`src/hdl/bss_pkg.sv`:
```
package bss_pkg;
	// Strap codes
	localparam logic [2:0] BSS_SEL_RSVD = 3'h0;
	localparam logic [2:0] BSS_SEL_FPGA = 3'h1;
	localparam logic [2:0] BSS_SEL_NAND18 = 3'h2;
	localparam logic [2:0] BSS_SEL_NAND33 = 3'h3;
	localparam logic [2:0] BSS_SEL_SD18 = 3'h4;
	localparam logic [2:0] BSS_SEL_SD33 = 3'h5;
	localparam logic [2:0] BSS_SEL_QSPI18 = 3'h6;
	localparam logic [2:0] BSS_SEL_QSPI33 = 3'h7;
	localparam logic [2:0] BSS_SEL_RST = 3'h0;
	// Pin banks
	localparam int BSS_MIX_PINS = 22;
	localparam int BSS_FLASH_PINS = 12;
	localparam int BSS_NAND_FIRST = 0;
	localparam int BSS_NAND_LAST = 14;
	localparam int BSS_NAND_RB = 4;
	localparam int BSS_QSPI_FIRST = 15;
	localparam int BSS_QSPI_IO_LAST = 18;
	localparam int BSS_QUAD_SELECT0 = 19;
	localparam int BSS_QSPI_CLK = 20;
	localparam int BSS_QUAD_SELECT1 = 21;
	localparam int BSS_SD_CMD = 0;
	localparam int BSS_SD_D0 = 2;
	localparam int BSS_SD_CLK = 9;
	// NAND pins with pull-up at 3.3 V: CE, RE, WP, WE
	localparam logic [21:0] BSS_NAND33_PULL = 22'h00_600A;
	// Memory map
	localparam logic [35:0] BSS_ROM_BASE = 36'hF_FFFD_0000;
	localparam int BSS_ROM_KB = 64;
	localparam int BSS_WORKSPACE_KB = 4;
	localparam logic [35:0] BSS_ROM_SIZE = 36'(BSS_ROM_KB * 1024);
	localparam logic [35:0] BSS_VEC_BASE = 36'h0_0000_0000;
	localparam logic [35:0] BSS_VEC_SPAN = 36'h0_0000_0040;
	typedef enum logic [2:0] {
		BSS_SRC_NONE,
		BSS_SRC_FPGA,
		BSS_SRC_NAND,
		BSS_SRC_SD,
		BSS_SRC_QSPI
	} bss_src_e;
endpackage
```
`src/hdl/bss_boot_select.sv`:
```
`timescale 1ns/100ps
`default_nettype none
module bss_boot_select
	import bss_pkg::*;
(
	input wire logic CLK_I,
	input wire logic RST_I,
	input wire logic COLD_RST_I,
	input wire logic WARM_RST_I,
	input wire logic [2:0] BOOT_SELECT_STRAPS_I,
	input wire logic [1:0] CLOCK_SELECT_STRAPS_I,
	input wire logic RAM_BOOT_REQ_I,
	input wire logic RAM_BOOT_VALID_I,
	input wire logic FABRIC_USER_MODE_I,
	input wire logic FLASH_IMAGE_DONE_I,
	input wire logic FLASH_IMAGE_VALID_I,
	input wire logic FABRIC_FALLBACK_I,
	input wire logic PRELOADER_START_I,
	input wire logic SECONDARY_RELEASE_I,
	input wire logic [35:0] FETCH_ADDR_I,
	output logic [2:0] BOOT_SELECT_FIELD_O,
	output var bss_pkg::bss_src_e BOOT_SOURCE_O,
	output logic PLL_BYPASS_O,
	output logic PLL_CONFIG_O,
	output logic [1:0] PLL_CLOCK_SEL_O,
	output logic SECONDARY_RESET_O,
	output logic ROM_ENABLE_O,
	output logic ROM_HIT_O,
	output logic VECTOR_REMAP_O,
	output logic WORKSPACE_RESERVED_O,
	output logic RUN_FROM_RAM_O,
	output logic RUN_FROM_FABRIC_O,
	output logic RETAIN_REGS_O,
	output logic BOOT_PINS_ACTIVE_O,
	output logic [bss_pkg::BSS_MIX_PINS-1:0] MIX_CFG_O,
	output logic [bss_pkg::BSS_MIX_PINS-1:0] MIX_OUT_O,
	output logic [bss_pkg::BSS_MIX_PINS-1:0] MIX_BIDIR_O,
	output logic [bss_pkg::BSS_MIX_PINS-1:0] MIX_PULL_O,
	output logic [bss_pkg::BSS_FLASH_PINS-1:0] FLASH_CFG_O,
	output logic [bss_pkg::BSS_FLASH_PINS-1:0] FLASH_OUT_O,
	output logic [bss_pkg::BSS_FLASH_PINS-1:0] FLASH_BIDIR_O,
	output logic [bss_pkg::BSS_FLASH_PINS-1:0] FLASH_PULL_O
);
	import bss_pkg::*;

	typedef enum logic [2:0] {
		ST_RESET, ST_ROM, ST_WAIT_FABRIC, ST_LOAD_FLASH, ST_USER
	} bss_state_e;

	logic cold_q;
	logic warm_q;
	logic [2:0] sel;
	logic [1:0] clock_select_straps;
	logic warm_ram;
	logic secondary_held;
	logic user_regs;
	logic from_ram;
	logic from_fabric;
	bss_state_e state;
	bss_state_e next_state;

	wire cold_release = cold_q && !COLD_RST_I;
	wire any_rst = RST_I || COLD_RST_I || WARM_RST_I;
	wire warm_release = warm_q && !WARM_RST_I && !COLD_RST_I;
	wire is_fpga = sel == BSS_SEL_FPGA;
	wire is_flash = sel != BSS_SEL_FPGA && sel != BSS_SEL_RSVD;
	wire fallback = FABRIC_FALLBACK_I && FABRIC_USER_MODE_I;

	always_ff @(posedge CLK_I) begin
		if (RST_I) begin
			cold_q <= 1'b1;
			warm_q <= 1'b0;
		end else begin
			cold_q <= COLD_RST_I;
			warm_q <= WARM_RST_I;
		end
	end

	// Straps caught only on cold release
	always_ff @(posedge CLK_I) begin
		if (RST_I) begin
			sel <= BSS_SEL_RST;
			clock_select_straps <= 2'h0;
		end else if (cold_release) begin
			sel <= BOOT_SELECT_STRAPS_I;
			clock_select_straps <= CLOCK_SELECT_STRAPS_I;
		end
	end

	// Warm RAM boot bypasses the strap choice
	always_ff @(posedge CLK_I) begin
		if (RST_I || COLD_RST_I) begin
			warm_ram <= 1'b0;
		end else if (warm_release) begin
			warm_ram <= RAM_BOOT_REQ_I;
		end
	end

	always_comb begin
		next_state = state;
		case (state)
			ST_RESET: begin
				if (cold_release || warm_release) begin
					next_state = ST_ROM;
				end
			end
			ST_ROM: begin
				if (warm_ram && RAM_BOOT_VALID_I) begin
					next_state = ST_USER;
				end else if (warm_ram || !is_flash) begin
					next_state = ST_WAIT_FABRIC;
				end else begin
					next_state = ST_LOAD_FLASH;
				end
			end
			ST_LOAD_FLASH: begin
				if (FLASH_IMAGE_DONE_I && FLASH_IMAGE_VALID_I) begin
					next_state = ST_USER;
				end else if (FLASH_IMAGE_DONE_I) begin
					next_state = ST_WAIT_FABRIC;
				end
			end
			ST_WAIT_FABRIC: begin
				if (is_fpga && FABRIC_USER_MODE_I && !warm_ram) begin
					next_state = ST_USER;
				end else if (fallback) begin
					next_state = ST_USER;
				end
			end
			default: begin
				next_state = ST_USER;
			end
		endcase
	end

	always_ff @(posedge CLK_I) begin
		if (any_rst) begin
			state <= ST_RESET;
		end else begin
			state <= next_state;
		end
	end

	always_ff @(posedge CLK_I) begin
		if (any_rst) begin
			from_ram <= 1'b0;
			from_fabric <= 1'b0;
		end else if (next_state == ST_USER && state != ST_USER) begin
			from_ram <= state == ST_ROM;
			from_fabric <= state == ST_WAIT_FABRIC;
		end
	end

	// Preloader start hands pins to user settings
	always_ff @(posedge CLK_I) begin
		if (any_rst) begin
			user_regs <= 1'b0;
		end else if (state == ST_USER && PRELOADER_START_I) begin
			user_regs <= 1'b1;
		end
	end

	always_ff @(posedge CLK_I) begin
		if (any_rst) begin
			secondary_held <= 1'b1;
		end else if (state == ST_USER && SECONDARY_RELEASE_I) begin
			secondary_held <= 1'b0;
		end
	end

	wire in_rom = state != ST_USER;
	wire rom_hit = FETCH_ADDR_I >= BSS_ROM_BASE
		&& FETCH_ADDR_I < BSS_ROM_BASE + BSS_ROM_SIZE;
	wire vec_hit = FETCH_ADDR_I < BSS_VEC_BASE + BSS_VEC_SPAN;

	assign BOOT_SELECT_FIELD_O = sel;
	assign BOOT_SOURCE_O = sel == BSS_SEL_FPGA ? BSS_SRC_FPGA
		: (sel == BSS_SEL_NAND18 || sel == BSS_SEL_NAND33) ? BSS_SRC_NAND
		: (sel == BSS_SEL_SD18 || sel == BSS_SEL_SD33) ? BSS_SRC_SD
		: (sel == BSS_SEL_QSPI18 || sel == BSS_SEL_QSPI33) ? BSS_SRC_QSPI
		: BSS_SRC_NONE;
	assign PLL_BYPASS_O = is_fpga;
	assign PLL_CONFIG_O = is_flash && state == ST_ROM;
	assign PLL_CLOCK_SEL_O = is_fpga ? 2'h0 : clock_select_straps;
	assign SECONDARY_RESET_O = secondary_held;
	assign ROM_ENABLE_O = in_rom;
	assign ROM_HIT_O = in_rom && (rom_hit || vec_hit);
	assign VECTOR_REMAP_O = !in_rom;
	assign WORKSPACE_RESERVED_O = in_rom && is_flash && !warm_ram;
	assign RUN_FROM_RAM_O = from_ram;
	assign RUN_FROM_FABRIC_O = from_fabric;
	assign RETAIN_REGS_O = warm_ram;
	assign BOOT_PINS_ACTIVE_O = !user_regs && !warm_ram;

	bss_pin_route u_route (
		.sel_i(sel),
		.boot_pins_i(BOOT_PINS_ACTIVE_O),
		.mix_cfg_o(MIX_CFG_O),
		.mix_out_o(MIX_OUT_O),
		.mix_bidir_o(MIX_BIDIR_O),
		.mix_pull_o(MIX_PULL_O),
		.fl_cfg_o(FLASH_CFG_O),
		.fl_out_o(FLASH_OUT_O),
		.fl_bidir_o(FLASH_BIDIR_O),
		.fl_pull_o(FLASH_PULL_O)
	);

	AST_CAPTURE: assert property (@(posedge CLK_I) disable iff (RST_I)
		cold_release |=> sel == $past(BOOT_SELECT_STRAPS_I))
		else $error("strap not captured");
	AST_STABLE: assert property (@(posedge CLK_I) disable iff (RST_I)
		!cold_release |=> $stable(sel))
		else $error("boot select changed without cold release");
	AST_FPGA_BYPASS: assert property (@(posedge CLK_I) disable iff (RST_I)
		is_fpga |-> PLL_BYPASS_O && PLL_CLOCK_SEL_O == 2'h0 && MIX_CFG_O == '0)
		else $error("fabric boot without bypass");
	AST_SECONDARY: assert property (@(posedge CLK_I) disable iff (RST_I)
		in_rom |-> SECONDARY_RESET_O)
		else $error("secondary core released during rom");
	AST_ROM_OFF: assert property (@(posedge CLK_I) disable iff (RST_I)
		state == ST_USER |-> !ROM_ENABLE_O && VECTOR_REMAP_O)
		else $error("rom still enabled in user code");
	AST_FABRIC_WAIT: assert property (@(posedge CLK_I) disable iff (any_rst)
		$rose(RUN_FROM_FABRIC_O) |-> $past(FABRIC_USER_MODE_I))
		else $error("fabric handoff before user mode");
	AST_WORKSPACE: assert property (@(posedge CLK_I) disable iff (RST_I)
		(is_fpga || warm_ram) |-> !WORKSPACE_RESERVED_O)
		else $error("workspace reserved wrongly");
	AST_QSPI_PINS: assert property (@(posedge CLK_I) disable iff (RST_I)
		(sel == BSS_SEL_QSPI33 && BOOT_PINS_ACTIVE_O) |->
		MIX_BIDIR_O[18:15] == 4'hF && MIX_PULL_O[21] && !MIX_CFG_O[21])
		else $error("quad pins wrong");
	AST_SD_PINS: assert property (@(posedge CLK_I) disable iff (RST_I)
		(sel == BSS_SEL_SD33 && BOOT_PINS_ACTIVE_O) |->
		FLASH_OUT_O[9] && FLASH_BIDIR_O[0] && FLASH_PULL_O[1] && !FLASH_CFG_O[1])
		else $error("card pins wrong");
	AST_USER_PINS: assert property (@(posedge CLK_I) disable iff (any_rst)
		user_regs |-> MIX_CFG_O == '0 && FLASH_CFG_O == '0)
		else $error("boot pins after preloader");
	AST_ROM_ENTRY: assert property (@(posedge CLK_I) disable iff (any_rst)
		(state == ST_RESET && (cold_release || warm_release)) |=> state == ST_ROM)
		else $error("reset exit did not enter rom");
	AST_LOAD_WAIT: assert property (@(posedge CLK_I) disable iff (any_rst)
		(state == ST_LOAD_FLASH && FLASH_IMAGE_DONE_I && !FLASH_IMAGE_VALID_I) |=> state == ST_WAIT_FABRIC)
		else $error("bad flash image did not seek fallback");
	AST_FLASH_FALLBACK: assert property (@(posedge CLK_I) disable iff (any_rst)
		($rose(RUN_FROM_FABRIC_O) && !is_fpga) |-> $past(FABRIC_FALLBACK_I))
		else $error("fabric run without fallback image");
	AST_RAM_RUN: assert property (@(posedge CLK_I) disable iff (any_rst)
		$rose(RUN_FROM_RAM_O) |-> RETAIN_REGS_O && $past(RAM_BOOT_VALID_I))
		else $error("ram run without valid warm ram boot");
	AST_WARM_NO_PINS: assert property (@(posedge CLK_I) disable iff (RST_I)
		RETAIN_REGS_O |-> !BOOT_PINS_ACTIVE_O && MIX_CFG_O == '0 && FLASH_CFG_O == '0)
		else $error("boot pins driven on warm ram boot");
	AST_SECONDARY_HOLD: assert property (@(posedge CLK_I) disable iff (any_rst)
		$fell(SECONDARY_RESET_O) |-> $past(SECONDARY_RELEASE_I) && $past(state == ST_USER))
		else $error("secondary released without request");
	AST_PLL_CONFIG: assert property (@(posedge CLK_I) disable iff (RST_I)
		PLL_CONFIG_O |-> !PLL_BYPASS_O && PLL_CLOCK_SEL_O == clock_select_straps)
		else $error("pll setup not from clock straps");
	AST_FABRIC_SRC: assert property (@(posedge CLK_I) disable iff (RST_I)
		is_fpga |-> BOOT_SOURCE_O == BSS_SRC_FPGA && FLASH_CFG_O == '0 && BOOT_SELECT_FIELD_O == BSS_SEL_FPGA)
		else $error("fabric boot source wrong");
	AST_NAND_PINS: assert property (@(posedge CLK_I) disable iff (RST_I)
		((sel == BSS_SEL_NAND18 || sel == BSS_SEL_NAND33) && BOOT_PINS_ACTIVE_O) |->
		MIX_CFG_O[14:0] == 15'h7FFF && MIX_BIDIR_O[12:5] == 8'hFF && !MIX_OUT_O[4] && MIX_CFG_O[21:15] == 7'h00)
		else $error("nand pins wrong");
	AST_QSPI18_PINS: assert property (@(posedge CLK_I) disable iff (RST_I)
		(sel == BSS_SEL_QSPI18 && BOOT_PINS_ACTIVE_O) |->
		MIX_OUT_O[20:19] == 2'h3 && MIX_PULL_O[19] && MIX_PULL_O[21] && !MIX_CFG_O[21])
		else $error("low voltage quad pins wrong");
	AST_SD18_PINS: assert property (@(posedge CLK_I) disable iff (RST_I)
		(sel == BSS_SEL_SD18 && BOOT_PINS_ACTIVE_O) |->
		FLASH_CFG_O == 12'h205 && FLASH_PULL_O[8] && MIX_CFG_O == '0)
		else $error("low voltage card pins wrong");
	AST_ROM_LOCKED: assert property (@(posedge CLK_I) disable iff (RST_I)
		!in_rom |-> !ROM_HIT_O)
		else $error("rom reachable from user code");
	COV_FLASH: cover property (@(posedge CLK_I) state == ST_LOAD_FLASH ##1 state == ST_USER);
	COV_FALLBACK: cover property (@(posedge CLK_I) state == ST_LOAD_FLASH ##1 state == ST_WAIT_FABRIC);
	COV_WARM_RAM: cover property (@(posedge CLK_I) warm_ram && RUN_FROM_RAM_O);
	COV_SECOND: cover property (@(posedge CLK_I) $fell(SECONDARY_RESET_O));
	COV_FABRIC: cover property (@(posedge CLK_I) state == ST_WAIT_FABRIC && is_fpga ##1 state == ST_USER);
endmodule
`default_nettype wire

```
`src/hdl/bss_pin_route.sv`:
```
`timescale 1ns/100ps
`default_nettype none
module bss_pin_route
	import bss_pkg::*;
(
	input wire logic [2:0] sel_i,
	input wire logic boot_pins_i,
	output logic [bss_pkg::BSS_MIX_PINS-1:0] mix_cfg_o,
	output logic [bss_pkg::BSS_MIX_PINS-1:0] mix_out_o,
	output logic [bss_pkg::BSS_MIX_PINS-1:0] mix_bidir_o,
	output logic [bss_pkg::BSS_MIX_PINS-1:0] mix_pull_o,
	output logic [bss_pkg::BSS_FLASH_PINS-1:0] fl_cfg_o,
	output logic [bss_pkg::BSS_FLASH_PINS-1:0] fl_out_o,
	output logic [bss_pkg::BSS_FLASH_PINS-1:0] fl_bidir_o,
	output logic [bss_pkg::BSS_FLASH_PINS-1:0] fl_pull_o
);
	wire is_nand = boot_pins_i && (sel_i == BSS_SEL_NAND18 || sel_i == BSS_SEL_NAND33);
	wire is_sd = boot_pins_i && (sel_i == BSS_SEL_SD18 || sel_i == BSS_SEL_SD33);
	wire is_qspi = boot_pins_i && (sel_i == BSS_SEL_QSPI18 || sel_i == BSS_SEL_QSPI33);
	wire is_n33 = sel_i == BSS_SEL_NAND33;
	genvar g;
	generate
		for (g = 0; g < BSS_MIX_PINS; g++) begin : g_mix
			localparam bit NAND = g <= BSS_NAND_LAST;
			localparam bit NDQ = g > BSS_NAND_RB && g < BSS_NAND_LAST - 1;
			localparam bit QIO = g >= BSS_QSPI_FIRST && g <= BSS_QSPI_IO_LAST;
			localparam bit QOUT = g == BSS_QUAD_SELECT0 || g == BSS_QSPI_CLK;
			assign mix_cfg_o[g] = (is_nand && NAND) || (is_qspi && (QIO || QOUT));
			assign mix_bidir_o[g] = (is_nand && NDQ) || (is_qspi && QIO);
			assign mix_out_o[g] = (is_nand && NAND && !NDQ && g != BSS_NAND_RB) || (is_qspi && QOUT);
			assign mix_pull_o[g] = (is_nand && is_n33 && BSS_NAND33_PULL[g])
				|| (is_qspi && (g == BSS_QUAD_SELECT0 || g == BSS_QUAD_SELECT1));
		end
		for (g = 0; g < BSS_FLASH_PINS; g++) begin : g_fl
			localparam bit BI = g == BSS_SD_CMD || g == BSS_SD_D0;
			assign fl_cfg_o[g] = is_sd && (BI || g == BSS_SD_CLK);
			assign fl_bidir_o[g] = is_sd && BI;
			assign fl_out_o[g] = is_sd && g == BSS_SD_CLK;
			assign fl_pull_o[g] = is_sd && !(BI || g == BSS_SD_CLK);
		end
	endgenerate
endmodule
`default_nettype wire

```
`config.mk`:
```
export PLATFORM = sky130hd
export DESIGN_NAME = bss_boot_select
export DESIGN_NICKNAME = d
export VERILOG_FILES = /design/src/hdl/bss_pkg.sv /design/src/hdl/bss_boot_select.sv /design/src/hdl/bss_pin_route.sv
export SDC_FILE = /design/constraint.sdc
export NUM_CORES = 1
export LEC_CHECK = 0
export BUFFER_PORTS_ARGS = -buffer_cell sky130_fd_sc_hd__buf_2
export CAP_MARGIN = 20
export CELL_PAD_IN_SITES_DETAIL_PLACEMENT = 1
export CELL_PAD_IN_SITES_GLOBAL_PLACEMENT = 1
export CORE_MARGIN = 10
export CORE_UTILIZATION = 23
export DETAILED_ROUTE_END_ITERATION = 16
export MAX_ROUTING_LAYER = met4
export PLACE_DENSITY = 0.9
export SETUP_SLACK_MARGIN = 0.05
export SLEW_MARGIN = 20
export SYNTH_ARGS = -nofsm -noshare
export SYNTH_HDL_FRONTEND = slang
export SYNTH_SLANG_ARGS = --single-unit
```
`constraint.sdc`:
```
create_clock -name CLK_I -period 6.78 [get_ports CLK_I]
set_clock_uncertainty 0.05 [all_clocks]
set_input_delay 1.356 -clock CLK_I [delete_from_list [all_inputs] [get_ports CLK_I]]
set_output_delay 1.356 -clock CLK_I [all_outputs]
set_load 0.05 [all_outputs]
```
==> results.yml <==
routing:
  drc: 0
  via_count: 1531
  drtIter0Drc: 97
  ant_nets: 0
  post_drt_via_cell_ratio: 3.68
  drt-wirelength-per-cell_um: 14.5
  routed_wl_mm: 6.04
  firstDrtPassIters: 3
timing:
  setup_slack_ps: 2720
  rsz0062_at_grt: "no"
  finalSetupViolations: 0
  setup_tns_ps: 0
  period_share_pct: 59.9
  final_hold_viol_count: 0
  relSlewSlack_pct: 59.2
  slew_violations: 0
  tightest_slew_ps: 610
  timing.fmax_ghz: 0.246
  fin_crit_ps: 4060
worst_setup_path:
  path_class: "in2out"
  end_kind: "output pin"
  arrival_ps: 2660
  worstPathRequired_ps: 5370
  crit_path_start_kind: "input port"
  critPathMaxFanout: 1
global_route:
  grt_pass1_wl_mm: 9.11
  grt_max_degree: 31
  grt_pass1_vias: 1715
  track_usage_pct: 8.95
  grt_overflow_total: 0
  antenna_found_initial: 0
pwr:
  p_leak_uw: 0.00115
  power.density_mw_per_mm2: 200
  power_uw: 391
  vdd_drop_max_v: 0.0000505
clock_network:
  root_buffer: "clkbuf_8"
  cts_inserted_buffers: 3
  clk_latency_ps: 240
  path_clk_slew_ps: 60
  cts_sinks: 15
  post-cts-setup-buffer-count: 0
  cts_max_level: 1
  ctsResizeCount: 0
  clk_path_buf_depth: 2
  holdBufCountCts: 0
  cts_tree: "yes"
cells_and_area:
  layout_commonest_cell: "buf_2"
  n_fill_cell: 1070
  nets: 365
  layout-drive-gt1-share_pct: 44.7
  final-instance-count-excl-fill: 416
  diodes: 0
  final_cell_mix: "buf_2, conb_1, nor2_1"
  area_growth_pct: 2.77
place:
  dp_slack_ps: 2700
  io_buffers: 127
  place_hpwl_mm: 5.51
  gp_congestion: 0.754
  dp.cells: 412
floorplan:
  initial_core_util_pct: 23.3
  die_x_um: 111
  ios: 208
  core_area_mm2: 0.00813
  die_area_mm2: 0.0123
  die_h_um: 111
  rows: 33
hold_path:
  hold_class: "reg2reg"
logic_synthesis:
  netlist_area_mm2: 0.00190
  async_reset_ff_share_pct: 0
  ys_ff_latch: 15
  synth_edf_count: 0
  ys_types: 38
  synthCells: 249
  synthFlopType: "dfxtp_1"
  ys_seq_area_share_pct: 15.8
  avgSynthCellArea_um2: 7.62
  synth_warnings: 0
run:
  max_cap_viol_count: 0
run_status:
  status: "finished, final reports clean"
-- sequential cells by signal (all words and copies together) (netlist names) --
| name | cells |
|---|---|
| warm_q | 1 |
| state | 3 |
| user_regs | 1 |
| BOOT_SELECT_FIELD_O | 3 |
| RUN_FROM_FABRIC_O | 1 |
| RETAIN_REGS_O | 1 |
| SECONDARY_RESET_O | 1 |
| clock_select_straps | 2 |
| RUN_FROM_RAM_O | 1 |
| cold_q | 1 |
-- synthesized netlist by cell type (2+ instances only) --
| library cell | count | area, um^2 |
|---|---|---|
| a21oi_1 | 5 | 25.0 |
| and2_1 | 4 | 25.0 |
| buf_2 | 3 | 15.0 |
| buf_4 | 135 | 1010 |
| clkbuf_1 | 5 | 18.8 |
| dfxtp_1 | 15 | 300 |
| mux2i_1 | 6 | 60.1 |
| nand2_1 | 7 | 26.3 |
| nand3_1 | 3 | 15.0 |
| nand4_1 | 6 | 37.5 |
| nor2_1 | 16 | 60.1 |
| nor2b_1 | 3 | 18.8 |
| nor3_1 | 6 | 30.0 |
| nor4_1 | 6 | 37.5 |
| nor4b_1 | 2 | 17.5 |
| o21ai_0 | 3 | 15.0 |
| o21ai_1 | 2 | 10.0 |
| or3_1 | 2 | 12.5 |
-- power by group --
group / switching [uW] / total [uW] / internal, uW
registers: 3.71 / 94.6 / 90.9
logic: 194 / 225 / 30.9
clock network: 29.3 / 70.8 / 41.5
total: 227 / 391 / 163
-- kinds of logic after synthesis --
family	count (synthesis)	synth area share, %
xor+xnor	1	0.462
other cells	1	0.198
flops	15	15.8
mux	6	3.17
simple gates	62	18.1
buf+inv	145	55.6
compound gates	19	6.66
-- routing by layer --
layer	part of all wire (%)	GRT usage, %	routed length, um	vias up
met5	0	-	0	-
met4	0.56	1.13	34	0
met3	14	4.71	819	4
met2	53	16.5	3220	95
met1	33	8.17	1970	700
li1	-	-	-	732
-- layout make-up --
class / instances / area (um^2) / share of cell area (%)
Clock buffer: 4 / 45.0 / 2.31
Inverter: 2 / 7.51 / 0.385
Multi-Input combinational cell: 162 / 822 / 42.2
Sequential cell: 15 / 300 / 15.4
Tap cell: 105 / 131 / 6.74
Timing Repair Buffer: 128 / 643 / 33.0
-- path summary, 6_finish.rpt --
kind	start	end	slack, ps	depth (start not counted)
max reg2reg	RETAIN_REGS_O$_SDFFE_PP0P_	state[2]$_SDFF_PP0_	5320	4
min reg2reg	SECONDARY_RESET_O$_SDFFE_PP1P_	SECONDARY_RESET_O$_SDFFE_PP1P_	420	1
min	SECONDARY_RESET_O$_SDFFE_PP1P_	SECONDARY_RESET_O$_SDFFE_PP1P_	420	1
max	FETCH_ADDR_I[11]	ROM_HIT_O	2720	6
-- stage by stage --
stage          util, %  hold slack, ps  instance area [um^2]
2_1_floorplan        -             402                  2170
3_3_place_gp      23.4             390                  1900
3_5_place_dp      23.4             407                  1900
4_1_cts           24.0             422                  1950
5_1_grt           24.0             443                  1950
6_report          24.0             417                  1950
-- critical path, stage by stage --
cell and delay [ps]:
buf_2 90, or4_1 520, nor3_1 150, nand4_1 110, a21oi_1 140, buf_2 280
Note: power is estimated with default switching activity, not from simulation.
